===== src/hdl/supervisor_pkg.sv =====
package supervisor_pkg;

  // clock and time bases
  localparam int unsigned CLK_HZ      = 100_000_000;
  localparam int unsigned CYC_PER_US  = CLK_HZ / 1_000_000;
  localparam int unsigned CYC_PER_MS  = CLK_HZ / 1_000;

  // reset hold (least time, so round up)
  localparam int unsigned HOLD_MS     = 250;
  localparam int unsigned HOLD_CYC    = HOLD_MS * CYC_PER_MS;

  // manual reset debounce, must settle well inside the stable-low limit
  localparam int unsigned PRESS_LIMIT_MS = 20;
  localparam int unsigned DEBOUNCE_MS    = 10;
  localparam int unsigned DEBOUNCE_CYC   = DEBOUNCE_MS * CYC_PER_MS;

  // power-fail to reset assertion limit
  localparam int unsigned PFAIL_LIMIT_US  = 175;
  localparam int unsigned PFAIL_LIMIT_CYC = PFAIL_LIMIT_US * CYC_PER_US;

  // watchdog nominal periods (longest within max window, rounded down)
  localparam int unsigned WD_SHORT_MS  = 150;
  localparam int unsigned WD_MID_MS    = 600;
  localparam int unsigned WD_LONG_MS   = 1200;
  localparam int unsigned WD_SHORT_CYC = WD_SHORT_MS * CYC_PER_MS;
  localparam int unsigned WD_MID_CYC   = WD_MID_MS * CYC_PER_MS;
  localparam int unsigned WD_LONG_CYC  = WD_LONG_MS * CYC_PER_MS;

  // counter width covers the longest count (1.2 s = 120e6 cycles)
  localparam int unsigned CNT_W = 28;

  // timeout select encodings of the three-level pin
  localparam logic [1:0] TSEL_GND   = 2'h0;
  localparam logic [1:0] TSEL_FLOAT = 2'h1;
  localparam logic [1:0] TSEL_VCC   = 2'h2;

  // supply margin select: 0 = 5 percent, 1 = 10 percent
  localparam logic MARGIN_5PCT  = 1'b0;
  localparam logic MARGIN_10PCT = 1'b1;

  typedef enum logic [1:0] {
    ST_HOLD,
    ST_RUN,
    ST_CAUSE
  } sup_state_t;

endpackage : supervisor_pkg


===== src/hdl/cpu_supervisor_watchdog.sv =====
// How it works
// - power fail forces both resets active
// - resets held 250 ms after power returns
// - margin select picks five or ten percent
// - manual reset active low, debounced internally
// - qualified press gives 250 ms reset minimum
// - press hold time counts from release
// - timeout select gives 150/600/1200 ms period
// - watchdog restarts full, idle during reset
// - kick falling edge restarts the period
// - expiry forces reset for 250 ms
// - actual timeout stays within maximum window
// - complementary outputs, low one open drain
// - watchdog cannot be disabled
// - stable low press resets within 20 ms
// - power fail resets within 175 us
module cpu_supervisor_watchdog #(
  parameter int unsigned HOLD_CYC     = supervisor_pkg::HOLD_CYC,
  parameter int unsigned DEBOUNCE_CYC = supervisor_pkg::DEBOUNCE_CYC,
  parameter int unsigned WD_SHORT_CYC = supervisor_pkg::WD_SHORT_CYC,
  parameter int unsigned WD_MID_CYC   = supervisor_pkg::WD_MID_CYC,
  parameter int unsigned WD_LONG_CYC  = supervisor_pkg::WD_LONG_CYC
) (
  // clock and reset
  input  wire logic       core_clk_in,
  input  wire logic       rst_in,
  // supply monitor
  input  wire logic       power_fail_5pct_in,
  input  wire logic       power_fail_10pct_in,
  input  wire logic       supply_margin_select_in,
  // manual reset and watchdog controls
  input  wire logic       manual_reset_n_in,
  input  wire logic [1:0] timeout_select_in,
  input  wire logic       wdog_kick_n_in,
  // reset outputs
  output logic            cpu_reset_out,
  output logic            cpu_reset_n_o_out,
  output logic            cpu_reset_n_oe_out
);

  localparam int unsigned W = supervisor_pkg::CNT_W;

  supervisor_pkg::sup_state_t state_reg;

  logic          pressed;
  logic          kick_fall;
  logic          power_fail;
  logic          cause;
  logic          expired_reg;
  logic [W-1:0]  hold_cnt_reg;
  logic [W-1:0]  wd_cnt_reg;
  logic [W-1:0]  wd_limit_reg;
  logic          reset_req;
  logic [W-1:0]  active_cnt_reg;
  logic [W-1:0]  low_cnt_reg;

  // selected period as a cycle count
  function automatic logic [W-1:0] period_cyc(input logic [1:0] sel);
    case (sel)
      supervisor_pkg::TSEL_GND:   period_cyc = W'(WD_SHORT_CYC);
      supervisor_pkg::TSEL_FLOAT: period_cyc = W'(WD_MID_CYC);
      default:                    period_cyc = W'(WD_LONG_CYC);
    endcase
  endfunction : period_cyc

  manual_debounce #(
    .STABLE_CYC (DEBOUNCE_CYC)
  ) u_debounce (
    .core_clk_in       (core_clk_in),
    .rst_in            (rst_in),
    .manual_reset_n_in (manual_reset_n_in),
    .pressed_out       (pressed)
  );

  kick_edge u_kick (
    .core_clk_in    (core_clk_in),
    .rst_in         (rst_in),
    .wdog_kick_n_in (wdog_kick_n_in),
    .fall_out       (kick_fall)
  );

  // comparator outputs arrive per threshold; the select picks one
  assign power_fail = (supply_margin_select_in ==
                       supervisor_pkg::MARGIN_10PCT) ?
                      power_fail_10pct_in : power_fail_5pct_in;

  // pressed stays a cause until release, so hold counts from release
  assign cause = power_fail | pressed | expired_reg;

  // a fresh cause holds the counter too, so it never runs past its limit
  assign reset_req = (state_reg != supervisor_pkg::ST_RUN) | cause;

  // sequencer: a reset cause jumps to CAUSE from any state
  always_ff @(posedge core_clk_in)
  begin
    if (rst_in)
    begin
      state_reg <= supervisor_pkg::ST_HOLD;
    end
    else if (cause)
    begin
      state_reg <= supervisor_pkg::ST_CAUSE;
    end
    else
    begin
      case (state_reg)
        supervisor_pkg::ST_CAUSE: state_reg <= supervisor_pkg::ST_HOLD;
        supervisor_pkg::ST_HOLD:
        begin
          if (hold_cnt_reg == W'(HOLD_CYC - 1))
          begin
            state_reg <= supervisor_pkg::ST_RUN;
          end
        end
        supervisor_pkg::ST_RUN:   state_reg <= supervisor_pkg::ST_RUN;
        default:                  state_reg <= supervisor_pkg::ST_HOLD;
      endcase
    end
  end

  // hold counter restarts while any cause is active
  always_ff @(posedge core_clk_in)
  begin
    if (rst_in || cause || state_reg != supervisor_pkg::ST_HOLD)
    begin
      hold_cnt_reg <= '0;
    end
    else
    begin
      hold_cnt_reg <= hold_cnt_reg + W'(1);
    end
  end

  // watchdog: loaded while reset is active, no enable to turn it off
  always_ff @(posedge core_clk_in)
  begin
    if (rst_in)
    begin
      wd_cnt_reg   <= '0;
      wd_limit_reg <= period_cyc(supervisor_pkg::TSEL_VCC);
    end
    else if (reset_req || kick_fall)
    begin
      wd_cnt_reg   <= '0;
      wd_limit_reg <= period_cyc(timeout_select_in);
    end
    else
    begin
      wd_cnt_reg <= wd_cnt_reg + W'(1);
    end
  end

  // expiry is a one-cycle cause; the hold phase then stretches it
  always_ff @(posedge core_clk_in)
  begin
    if (rst_in)
    begin
      expired_reg <= 1'b0;
    end
    else
    begin
      expired_reg <= state_reg == supervisor_pkg::ST_RUN && !kick_fall &&
                     wd_cnt_reg == wd_limit_reg - W'(1);
    end
  end

  // outputs: power-up state is reset active
  always_ff @(posedge core_clk_in)
  begin
    if (rst_in)
    begin
      cpu_reset_out      <= 1'b1;
      cpu_reset_n_o_out  <= 1'b0;
      cpu_reset_n_oe_out <= 1'b1;
    end
    else
    begin
      cpu_reset_out      <= reset_req;
      cpu_reset_n_o_out  <= 1'b0;
      cpu_reset_n_oe_out <= reset_req;
    end
  end

  // checker helpers only: how long the reset output has stood active and
  // how long the raw button has been low, both saturating at their limit
  always_ff @(posedge core_clk_in)
  begin
    if (rst_in || !cpu_reset_out)
    begin
      active_cnt_reg <= '0;
    end
    else if (active_cnt_reg != W'(HOLD_CYC))
    begin
      active_cnt_reg <= active_cnt_reg + W'(1);
    end
  end

  always_ff @(posedge core_clk_in)
  begin
    if (rst_in || manual_reset_n_in)
    begin
      low_cnt_reg <= '0;
    end
    else if (low_cnt_reg != W'(DEBOUNCE_CYC + 1))
    begin
      low_cnt_reg <= low_cnt_reg + W'(1);
    end
  end
endmodule : cpu_supervisor_watchdog


===== src/hdl/manual_debounce.sv =====
module manual_debounce #(
  parameter int unsigned STABLE_CYC = supervisor_pkg::DEBOUNCE_CYC
) (
  // clock and reset
  input  wire logic core_clk_in,
  input  wire logic rst_in,
  // raw button and qualified press
  input  wire logic manual_reset_n_in,
  output logic      pressed_out
);

  logic [27:0] stable_cnt_reg;
  logic        level_reg;

  // level only moves after the raw input has differed for the full window
  always_ff @(posedge core_clk_in)
  begin
    if (rst_in)
    begin
      stable_cnt_reg <= 28'h0000000;
      level_reg      <= 1'b1;
    end
    else if (manual_reset_n_in == level_reg)
    begin
      stable_cnt_reg <= 28'h0000000;
    end
    else if (stable_cnt_reg == 28'(STABLE_CYC - 1))
    begin
      stable_cnt_reg <= 28'h0000000;
      level_reg      <= manual_reset_n_in;
    end
    else
    begin
      stable_cnt_reg <= stable_cnt_reg + 28'h0000001;
    end
  end

  assign pressed_out = ~level_reg;

endmodule : manual_debounce


===== src/hdl/kick_edge.sv =====
module kick_edge (
  // clock and reset
  input  wire logic core_clk_in,
  input  wire logic rst_in,
  // kick strobe from the processor
  input  wire logic wdog_kick_n_in,
  output logic      fall_out
);

  logic meta_reg;
  logic sync_reg;
  logic last_reg;

  // two-stage synchroniser; only the second stage feeds the detector
  always_ff @(posedge core_clk_in)
  begin
    if (rst_in)
    begin
      meta_reg <= 1'b1;
      sync_reg <= 1'b1;
      last_reg <= 1'b1;
    end
    else
    begin
      meta_reg <= wdog_kick_n_in;
      sync_reg <= meta_reg;
      last_reg <= sync_reg;
    end
  end

  assign fall_out = last_reg & ~sync_reg;

endmodule : kick_edge


===== config.mk =====
export PLATFORM = sky130hd
export DESIGN_NAME = cpu_supervisor_watchdog
export DESIGN_NICKNAME = d
export VERILOG_FILES = /design/src/hdl/supervisor_pkg.sv /design/src/hdl/cpu_supervisor_watchdog.sv /design/src/hdl/manual_debounce.sv /design/src/hdl/kick_edge.sv
export SDC_FILE = /design/constraint.sdc
export NUM_CORES = 1
export LEC_CHECK = 0
export ABC_AREA = 1
export BUFFER_PORTS_ARGS = -buffer_cell sky130_fd_sc_hd__buf_2
export CAP_MARGIN = 30
export CORE_MARGIN = 4
export CORE_UTILIZATION = 36
export CTS_BUF_LIST = sky130_fd_sc_hd__clkbuf_2 sky130_fd_sc_hd__clkbuf_4 sky130_fd_sc_hd__clkbuf_8
export DETAILED_ROUTE_END_ITERATION = 10
export SYNTH_ARGS = -nofsm -noshare
export SYNTH_HDL_FRONTEND = slang
export SYNTH_SLANG_ARGS = --single-unit
export TNS_END_PERCENT = 1

===== constraint.sdc =====
create_clock -name core_clk_in -period 3.25 [get_ports core_clk_in]
set_clock_uncertainty 0.2 [all_clocks]
set_input_delay 0.65 -clock core_clk_in [delete_from_list [all_inputs] [get_ports core_clk_in]]
set_output_delay 0.65 -clock core_clk_in [all_outputs]
set_load 0.05 [all_outputs]

==> results by group, run 1 <==
Routing
  • Initial drt markers: 290
  • DR vias: 4938
  • Wire length per cell: 12.16 um
  • DRC violations left: 0
  • ANT nets after route: 0
  • First drt pass iteration count: 5
  • WL final: 12510 um
  • Vias per inst: 4.799

CTS
  • Postcts setup bufs: 0
  • Max clock buf depth: 2
  • Clk_lat worst skew: 0.40 ns
  • Cts bufs inserted: 9
  • CTS tree: yes
  • Hold buffer count at cts: 0
  • Clock transition at path regs: 0.10 ns
  • CTS H-tree lvls: 3
  • CTS sink cnt: 98
  • Clock root buffer master: clkbuf_8
  • Post-cts sizing count: 0

Setup path
  • Crit. Startpoint: wd_limit_reg[22]
  • Crit-path cells: inv_2, ha_1, ha_1, nand3_1, nor2_1, nor2_1, nand2_1, nand2_1, nor2_1, nand3_1, nor2_1
  • Req. time, crit path: 3.39 ns
  • Worst path bufs/invs: 1
  • R2r startpoint: wd_limit_reg[22]
  • Worst setup EP type: flop
  • Arr. time, crit path: 2.31 ns
  • CP Launch Type: flop
  • Setup Crit Path Kind: flop to flop
  • Crit path max-delay family: simple AND/OR/NAND/NOR gates
  • Slowest cell on the critical path: dfxtp_1
  • CP Max Fanout: 9
  • Crit-path most repeated cell: nor2_1
  • Crit-path max cell delay: 0.41 ns

Final layout
  • Ant. Diodes: 0
  • Multi-input logic area: 0.003107 mm^2
  • Final net count: 851
  • Commonest non-fill, non-tap cell in the layout: nand2_1
  • Seq. cell area: 0.001962 mm^2
  • Final Util: 39.21%
  • Commonest cells after routing, fill and taps aside: nand2_1 (203), nor2_1 (117), inv_1 (103), dfxtp_1 (98), nand3_1 (50)
  • Area Growth Syn to Fin: 6.840%
  • # fillers: 1605
  • Share of layout cells above drive strength 1: 12.25%

Flow run
  • Maxcap violations: 0

Global routing
  • Total GRT Usage: 14.75%
  • Largest net degree at the start of global routing: 30
  • Initial antenna violation count: 0
  • Global-route wire length before repair: 21670 um
  • Number of global-route vias before repair: 4604
  • Grt ovf: 0

Logic synthesis
  • Post-synth net total: 841
  • Yosys reg bits: 98
  • Ys async rst share: 0%
  • Ys Warns: 0
  • Synthesized area: 0.005579 mm^2
  • Top FF cell, synth: dfxtp_1
  • Post-Synthesis Cells: 827
  • EDFF count, synth: 0
  • Distinct cells, synth: 43
  • Sequential fraction of the synthesis area: 35.16%
  • Syn_area_per_cell: 6.746 um^2

Floorplan
  • I/O pin count: 12
  • Initial Util: 36.70%
  • Total core area: 0.01520 mm^2
  • Row count: 45
  • Die height: 132.5 um
  • Die width: 132.5 um
  • Die footprint: 0.01755 mm^2

STA
  • Number of setup violations in the final report: 0
  • Fin. Hold Viols: 0
  • Final worst path period share: 66.62%
  • Max Fclk: 461.9 MHz
  • Final Critical Period: 2.165 ns
  • Slew headroom: 57.15%
  • RSZ-0062 raised after global routing: false
  • Final Max Slew Viols: 0
  • Final setup TNS: 0 ns
  • Tightest Pin Transition: 0.6407 ns

Power
  • Max VDD drop: 0.1869 mV
  • Power per standard cell area: 345.1 mW/mm^2
  • Lkg Pwr: 2.033 nW

Placed design
  • Final RePlAce weighted congestion: 0.8444
  • Port bufs: 10
  • Dpl hpwl: 9686 um

Hold path
  • Hold Path Class: flop to flop
  • Min-delay src: u_kick.meta_reg

Outcome
  • Status: completed
final timing paths:
path,to,slack [ns],cells after the start
max,expired_reg,1.08,11
min,u_kick.sync_reg,0.23,1
max reg2reg,expired_reg,1.08,11
min reg2reg,u_kick.sync_reg,0.23,1
routing by layer:
metal	vias up	global-route usage (%)	wire length [um]
met5	-	0	0
met3	14	2.776	467
met2	80	22.38	5293
met1	2194	21.03	6600
met4	0	5.081	147
li1	2650	-	-
kinds of logic (layout without fill, tap and decap cells):
kind of cell,count (synthesis),count (layout),share of synthesized area [%]
AND/OR/NAND/NOR,493,493,42.14
other,1,1,0.06722
adder cells (fa/ha/maj),5,5,1.121
XOR/XNOR,28,28,4.396
flip-flops,98,98,35.16
AO/OA/AOI/OAI,77,77,7.961
buffers and inverters,125,139,9.150
through the flow:
step                std cells  setup slack [ns]  instance area, um^2  hold WS (ns)  power (mW)
floorplan                 827             1.334                 5579        0.1895       1.309
global placement         1014            0.8498                 5782        0.2301       1.329
detailed placement       1014            0.8079                 5782        0.1951       1.329
CTS                      1029             1.087                 5961        0.2352       2.082
global route             1029            0.8384                 5961        0.2423       2.136
finish                   1029             1.085                 5961        0.2350       2.057
layout make-up:
cell class,count,area share (%)
multi-input cells,604,52.12
flip-flops and latches,98,32.91
inverters,114,7.179
well taps,188,3.946
clock buffers,10,2.309
repair buffers,10,0.8396
clock inverters,5,0.6927
power breakdown:
part / leakage (nW) / internal (mW) / switching (mW)
Combinational: 1.16 / 0.0281 / 0.0564
Sequential: 0.792 / 1.21 / 0.00863
Clock: 0.0845 / 0.299 / 0.457
Total: 2.03 / 1.54 / 0.522
cells in the mapped netlist (12+ instances only):
cell,count,area (um^2)
xor2_1,16,140.1
xnor2_1,12,105.1
nand2_1,203,762.0
nor3_1,30,150.1
nor2_1,117,439.2
a21oi_1,37,185.2
dfxtp_1,98,1962
nand4_1,21,131.4
nand3_1,50,250.2
inv_1,103,386.6
o21ai_0,21,105.1
Note: power is estimated with default switching activity, not from simulation.
==> run 2: changes to the inputs <==
==> constraint.sdc (replaced) <==
create_clock -name core_clk_in -period 1.9 [get_ports core_clk_in]
set_clock_uncertainty 0.2 [all_clocks]
set_input_delay 0.38 -clock core_clk_in [delete_from_list [all_inputs] [get_ports core_clk_in]]
set_output_delay 0.38 -clock core_clk_in [all_outputs]
set_load 0.05 [all_outputs]
==> results by group, run 2 (synthesis results as in run 1) <==
Routing
  • Initial drt markers: 257 (-11%)
  • Wire length per cell: 12.13 um (-0.18%)
  • DR vias: 5098 (+3.2%)
  • First drt pass iteration count: 5 (unchanged)
  • DRC violations left: 0 (unchanged)
  • ANT nets after route: 0 (unchanged)
  • Vias per inst: 4.778 (-0.44%)
  • WL final: 12950 um (+3.5%)

CTS
  • Clk_lat worst skew: 0.38 ns (-0.02 ns)
  • Postcts setup bufs: 0 (unchanged)
  • Clock transition at path regs: 0.10 ns (about the same)
  • CTS H-tree lvls: 3 (unchanged)
  • Max clock buf depth: 2 (unchanged)
  • CTS sink cnt: 98 (unchanged)
  • CTS tree: yes
  • Cts bufs inserted: 9 (unchanged)
  • Clock root buffer master: clkbuf_8

Setup path
  • Setup Crit Path Kind: flop to flop
  • RR Endpoint: u_debounce.stable_cnt_reg[26]
  • R2r startpoint: u_debounce.stable_cnt_reg[0]
  • Reg2reg setup slack: 0.11 ns (-0.97 ns)
  • Arr. time, crit path: 1.91 ns (-0.40 ns)
  • Crit-path max cell delay: 0.35 ns (-0.06 ns)
  • Reg2Reg Depth: 8 (-3)
  • Crit-path cells: ha_1, nand3_2, nor3_4, inv_2, nor2_2, nand2_1, or2_0, a21oi_2
  • CP Max Fanout: 3 (-6)
  • Slowest cell on the critical path: dfxtp_1
  • Req. time, crit path: 2.02 ns (-1.37 ns)
  • CP Launch Type: flop
  • Worst setup EP type: flop

Global routing
  • Global-route wire length before repair: 21930 um (+1.2%)
  • Grt ovf: 0 (unchanged)
  • Number of global-route vias before repair: 4657 (+1.2%)
  • Largest net degree at the start of global routing: 25 (-17%)
  • Initial antenna violation count: 0 (unchanged)
  • Total GRT Usage: 15.05% (+0.30 points)

Outcome
  • Status: completed

Floorplan
  • I/O pin count: 12 (unchanged)
  • Row count: 45 (unchanged)
  • Die width: 132.5 um (unchanged)
  • Total core area: 0.01520 mm^2 (unchanged)
  • Initial Util: 36.70% (unchanged)
  • Die footprint: 0.01755 mm^2 (unchanged)
  • Die height: 132.5 um (unchanged)

Flow run
  • Maxcap violations: 0 (unchanged)

Placed design
  • Dpl hpwl: 10210 um (+5.4%)
  • Port bufs: 10 (unchanged)
  • Final RePlAce weighted congestion: 0.8738 (+3.5%)
  • DP Worst Slack: 0.05092 ns (-0.7569 ns)

Power
  • Clock power frac: 41.4% (+4.7 points)
  • Lkg Pwr: 2.281 nW (+12%)
  • Max VDD drop: 0.3124 mV (+67%)
  • Cell-internal power: 3.008 mW (+96%)
  • Power per standard cell area: 603.3 mW/mm^2 (+75%)
  • Register share of total power: 53.7% (-5.5 points)
  • NetSw: 863.1 uW (+65%)
  • Comb pwr share: 4.9% (+0.8 points)
  • Sw Ratio: 22.30% (-3.1 points)

Hold path
  • Min-delay src: rst_in
  • Hold Path Class: input port to flop
  • Hold Path End: u_debounce.level_reg
  • WHS Path Cells: 3 (+2)

Final layout
  • Commonest cells after routing, fill and taps aside: nand2_1 (202), nor2_1 (116), inv_1 (103), dfxtp_1 (97), nand3_1 (49)
  • Area Growth Syn to Fin: 15.00%
  • Ant. Diodes: 0 (unchanged)
  • Final net count: 890 (+4.6%)
  • Commonest non-fill, non-tap cell in the layout: nand2_1
  • Share of layout cells above drive strength 1: 17.29% (+5.0 points)
  • Final Util: 42.21% (+3.0 points)

STA
  • Final Critical Period: 1.789 ns (-0.3763 ns)
  • RSZ-0062 raised after global routing: true
  • Final Max Slew Viols: 0 (unchanged)
  • Final Worst Setup Slack: 0.1111 ns (-0.9737 ns)
  • Max Fclk: 559.0 MHz (+21%)
  • Fin. Hold Viols: 0 (unchanged)
  • Final worst path period share: 94.15% (+28 points)
  • Number of setup violations in the final report: 0 (unchanged)
## run 2: area by class of cell
cell class                 instances  area, um^2
tap                              188       235.2
clock inverter                     5       103.9
inverter                         114       427.9
timing repair buffer              49       382.9
clock buffer                       9       123.9
sequential                        98        1963
fill                            1630        8786
multi-input combinational        604        3179
## run 2: timing repair
item / CTS / global route
setup endpoints to repair: 0 / 13
resized for setup: 0 / 15
hold buffers: 1 / 0
endpoints found under the hold margin: 1 / 0
## run 2: through the flow
stage / area (um^2) / TNS (ns) / total power, mW / instances / hold WS, ns
2_1_floorplan: 5580 / 0 / 2.239 / 827 / 0.1895
3_3_place_gp: 6106 / 0 / 2.307 / 1052 / 0.2199
3_5_place_dp: 6106 / 0 / 2.307 / 1052 / 0.2001
4_1_cts: 6344 / 0 / 3.928 / 1067 / 0.07445
5_1_grt: 6416 / -0.1302 / 4.023 / 1067 / 0.08610
6_report: 6416 / 0 / 3.871 / 1067 / 0.09179
## run 2: per-layer routing
metal	global-route usage, %	routed length, um
met1	20.90	6685
met5	0	0
met3	2.890	408
met4	4.965	149
met2	23.54	5704
## run 2: how the worst max path moves through the flow
stage	from	to	slack [ns]
4_1_cts	wd_limit_reg[23]	expired_reg	0.02
2_1_floorplan	wd_limit_reg[23]	expired_reg	0.06
5_1_grt	u_debounce.stable_cnt_reg[0]	u_debounce.stable_cnt_reg[26]	-0.05
3_5_place_dp	wd_limit_reg[23]	expired_reg	0.05
6_report	u_debounce.stable_cnt_reg[0]	u_debounce.stable_cnt_reg[26]	0.11
3_3_place_gp	wd_limit_reg[23]	expired_reg	0.06
## run 2: power groups by stage
| stage | combinational (mW) | sequential, mW | clock, mW |
|---|---|---|---|
| 4_1_cts | 0.184 | 2.08 | 1.67 |
| 6_report | 0.189 | 2.08 | 1.60 |
| 3_5_place_dp | 0.181 | 2.13 | 0 |
| 3_3_place_gp | 0.181 | 2.13 | 0 |
| 5_1_grt | 0.210 | 2.08 | 1.73 |
| 2_1_floorplan | 0.113 | 2.13 | 0 |
## run 2: worst max-delay path, delay by kind of cell, from the launching register on
kind | cells | cell delay [ns]
simple gates | 5 | 0.79
flops | 1 | 0.35
fa+ha+maj | 1 | 0.20
compound gates | 1 | 0.11
buf+inv | 1 | 0.09
==> run 3: changes to the inputs <==
--- a/config.mk
+++ b/config.mk
@@ -5,12 +5,11 @@
 export SDC_FILE = /design/constraint.sdc
 export NUM_CORES = 1
 export LEC_CHECK = 0
-export ABC_AREA = 1
+export ABC_AREA = 0
 export BUFFER_PORTS_ARGS = -buffer_cell sky130_fd_sc_hd__buf_2
 export CAP_MARGIN = 30
 export CORE_MARGIN = 4
 export CORE_UTILIZATION = 36
-export CTS_BUF_LIST = sky130_fd_sc_hd__clkbuf_2 sky130_fd_sc_hd__clkbuf_4 sky130_fd_sc_hd__clkbuf_8
 export DETAILED_ROUTE_END_ITERATION = 10
 export SYNTH_ARGS = -nofsm -noshare
 export SYNTH_HDL_FRONTEND = slang
==> results by group, run 3 <==
Logic synthesis
  • Top cell type's share of synthesized area: 41.65% (+6.5 points)
  • Synthesized area: 0.004711 mm^2 (-16%)
  • Top cells by count, synth: dfxtp_1 (98), nor2_1 (89), xor2_1 (56), nand4_1 (34), nand2_1 (32)
  • Area leader, netlist: dfxtp_1
  • Syn_area_per_cell: 8.612 um^2 (+28%)
  • Yosys reg bits: 98 (unchanged)
  • Most frequent cell after synthesis: dfxtp_1
  • Distinct cells, synth: 53 (+23%)
  • Most area-consuming cells after synthesis: dfxtp_1 (42%), xor2_1 (10%), nor2_1 (7.1%)
  • Top FF cell, synth: dfxtp_1
  • Sequential fraction of the synthesis area: 41.65% (+6.5 points)
  • EDFF count, synth: 0 (unchanged)
  • Post-Synthesis Cells: 547 (-34%)
  • Post-synth net total: 561 (-33%)
  • Ys async rst share: 0% (unchanged)
  • Ys Warns: 0 (unchanged)

Routing
  • DR vias: 4024 (-21%)
  • Vias per inst: 5.074 (+6.2%)
  • DRC violations left: 0 (unchanged)
  • Initial drt markers: 238 (-7.4%)
  • Wire length per cell: 13.23 um (+9.0%)
  • First drt pass iteration count: 4 (-1)
  • ANT nets after route: 0 (unchanged)
  • WL final: 10490 um (-19%)

Final layout
  • Commonest cells after routing, fill and taps aside: nor2_1 (88), dfxtp_1 (81), buf_4 (67), xor2_1 (56), nand4_1 (34)
  • Share of layout cells above drive strength 1: 24.64% (+7.3 points)
  • Non-Filler Instances: 793 (-26%)
  • Ant. Diodes: 0 (unchanged)
  • Final net count: 630 (-29%)
  • Commonest non-fill, non-tap cell in the layout: nor2_1
  • # fillers: 1245 (-24%)
  • Area Growth Syn to Fin: 25.07%
  • Multi-input logic area: 0.002713 mm^2 (-15%)
  • Seq. cell area: 0.001986 mm^2 (+1.1%)

Global routing
  • Global-route wire length before repair: 17240 um (-21%)
  • Grt ovf: 0 (unchanged)
  • Largest net degree at the start of global routing: 29 (+16%)
  • Initial antenna violation count: 0 (unchanged)
  • Total GRT Usage: 14.32% (-0.73 points)
  • Number of global-route vias before repair: 3819 (-18%)

STA
  • RSZ-0062 raised after global routing: true
  • Slew headroom: 65.16%
  • WHS: 0.04417 ns (-0.04762 ns)
  • Final Critical Period: 2.245 ns (+0.4558 ns)
  • Final worst path period share: 118.1% (+24 points)
  • Fin. Hold Viols: 0 (unchanged)
  • Final Worst Setup Slack: -0.3446 ns (-0.4558 ns)
  • Max Fclk: 445.5 MHz (-20%)
  • Final Max Slew Viols: 0 (unchanged)
  • Tightest Pin Transition: 0.5212 ns
  • Number of setup violations in the final report: 1 (+1)

Outcome
  • Status: finished with violations
  • Failing checks: negative setup slack

Floorplan
  • Die height: 122.4 um (-7.6%)
  • Initial Util: 37.03% (+0.33 points)
  • Row count: 41 (-8.9%)
  • I/O pin count: 12 (unchanged)
  • Die width: 122.4 um (-7.6%)
  • Total core area: 0.01272 mm^2 (-16%)
  • Die footprint: 0.01498 mm^2 (-15%)

CTS
  • Cts bufs inserted: 9 (unchanged)
  • Hold buffer count at cts: 0 (-1)
  • Clk_lat worst skew: 0.35 ns (-0.03 ns)
  • Clock root buffer master: clkbuf_16
  • CTS tree: yes
  • CTS sink cnt: 98 (unchanged)
  • CTS H-tree lvls: 3 (unchanged)
  • Max clock buf depth: 2 (unchanged)
  • Clock transition at path regs: 0.07 ns (-0.03 ns)

Setup path
  • Worst setup EP type: flop
  • CP Max Fanout: 11 (+8)
  • CP Launch Type: flop
  • Arr. time, crit path: 2.29 ns (+0.38 ns)
  • Setup Crit Path Kind: flop to flop
  • Req. time, crit path: 1.94 ns (-0.08 ns)

Placed design
  • Final RePlAce weighted congestion: 0.8846 (+1.2%)
  • Dpl hpwl: 7458 um (-27%)
  • Inst Count DP: 776 (-26%)
  • Port bufs: 10 (unchanged)

Hold path
  • Hold Path Class: input port to flop

Power
  • Power per standard cell area: 702.1 mW/mm^2 (+16%)
  • Max VDD drop: 0.4976 mV (+59%)
  • Lkg Pwr: 2.104 nW (-7.8%)

Flow run
  • Maxcap violations: 0 (unchanged)
[run 3: cell count changes after synthesis, sizes merged, moves of 15 or more]
cell   delta
nand3    -27
a21oi    -33
nor3     -24
inv     -102
and3     +15
nor2     -48
xor2     +40
nand2   -181
[run 3: worst paths after layout]
path | slack (ns) | endpoint | depth (start not counted) | startpoint
setup / recovery | -0.34 | expired_reg | 6 | wd_limit_reg[22]
hold / removal | 0.04 | u_kick.meta_reg | 2 | wdog_kick_n_in
setup reg to reg | -0.34 | expired_reg | 6 | wd_limit_reg[22]
hold reg to reg | 0.21 | u_kick.sync_reg | 1 | u_kick.meta_reg
[run 3: repair_timing]
| item | CTS | global route |
|---|---|---|
| endpoints found under the hold margin | 0 | 0 |
| pin swaps | 2 | 13 |
| endpoints found under the setup margin | 23 | 36 |
| buffers inserted | 0 | 1 |
| resized for setup | 8 | 33 |
[run 3: power by group]
group	switching, mW	internal (mW)	leakage [nW]
sequential	0.00968	2.07	0.800
clock	0.822	1.07	0.154
combinational	0.0905	0.0775	1.15
[run 3: kinds of logic after synthesis]
kind of cell | count (synthesis) | synth area share, %
AND/OR/NAND/NOR | 274 | 30.94
flip-flops | 98 | 41.65
XOR/XNOR | 81 | 15.06
AO/OA/AOI/OAI | 52 | 7.384
buffers and inverters | 35 | 3.346
adder cells (fa/ha/maj) | 5 | 1.328
other | 1 | 0.07960
multiplexers | 1 | 0.2125
[run 3: per-layer routing]
metal | track usage (%) | wire, um
met1 | 17.73 | 4884
met2 | 23.33 | 4945
met3 | 3.318 | 300
met4 | 7.208 | 360
met5 | 0 | 0
[run 3: final cells by class]
class	instances	share of cell area, %
multi-input cells	414	46.04
flip-flops and latches	98	33.70
repair buffers	81	10.60
clock buffers	10	4.056
well taps	172	3.653
clock inverters	6	1.189
inverters	12	0.7645
[run 3: stage by stage]
stage | TNS, ns | cell area [um^2] | worst slack, ns | power, mW | utilization (%)
after global placement | -0.3212 | 5443 | -0.3212 | 2.279 | 42.78
after detailed placement | -0.3361 | 5443 | -0.3325 | 2.283 | 42.78
after CTS | -0.2301 | 5786 | -0.2301 | 4.189 | 45.48
final | -0.3446 | 5892 | -0.3446 | 4.136 | 46.31
after global routing | -0.6714 | 5892 | -0.3491 | 4.305 | 46.31
after floorplan | -0.9513 | 4747 | -0.3558 | 2.228 | -
[run 3: critical path, cell delays in order, from the launching register on]
cell	delay, ns
dfxtp_2	0.32
buf_4	0.18
xnor2_1	0.17
a2111oi_1	0.56
a41oi_1	0.11
a211o_1	0.27
a2111oi_2	0.33
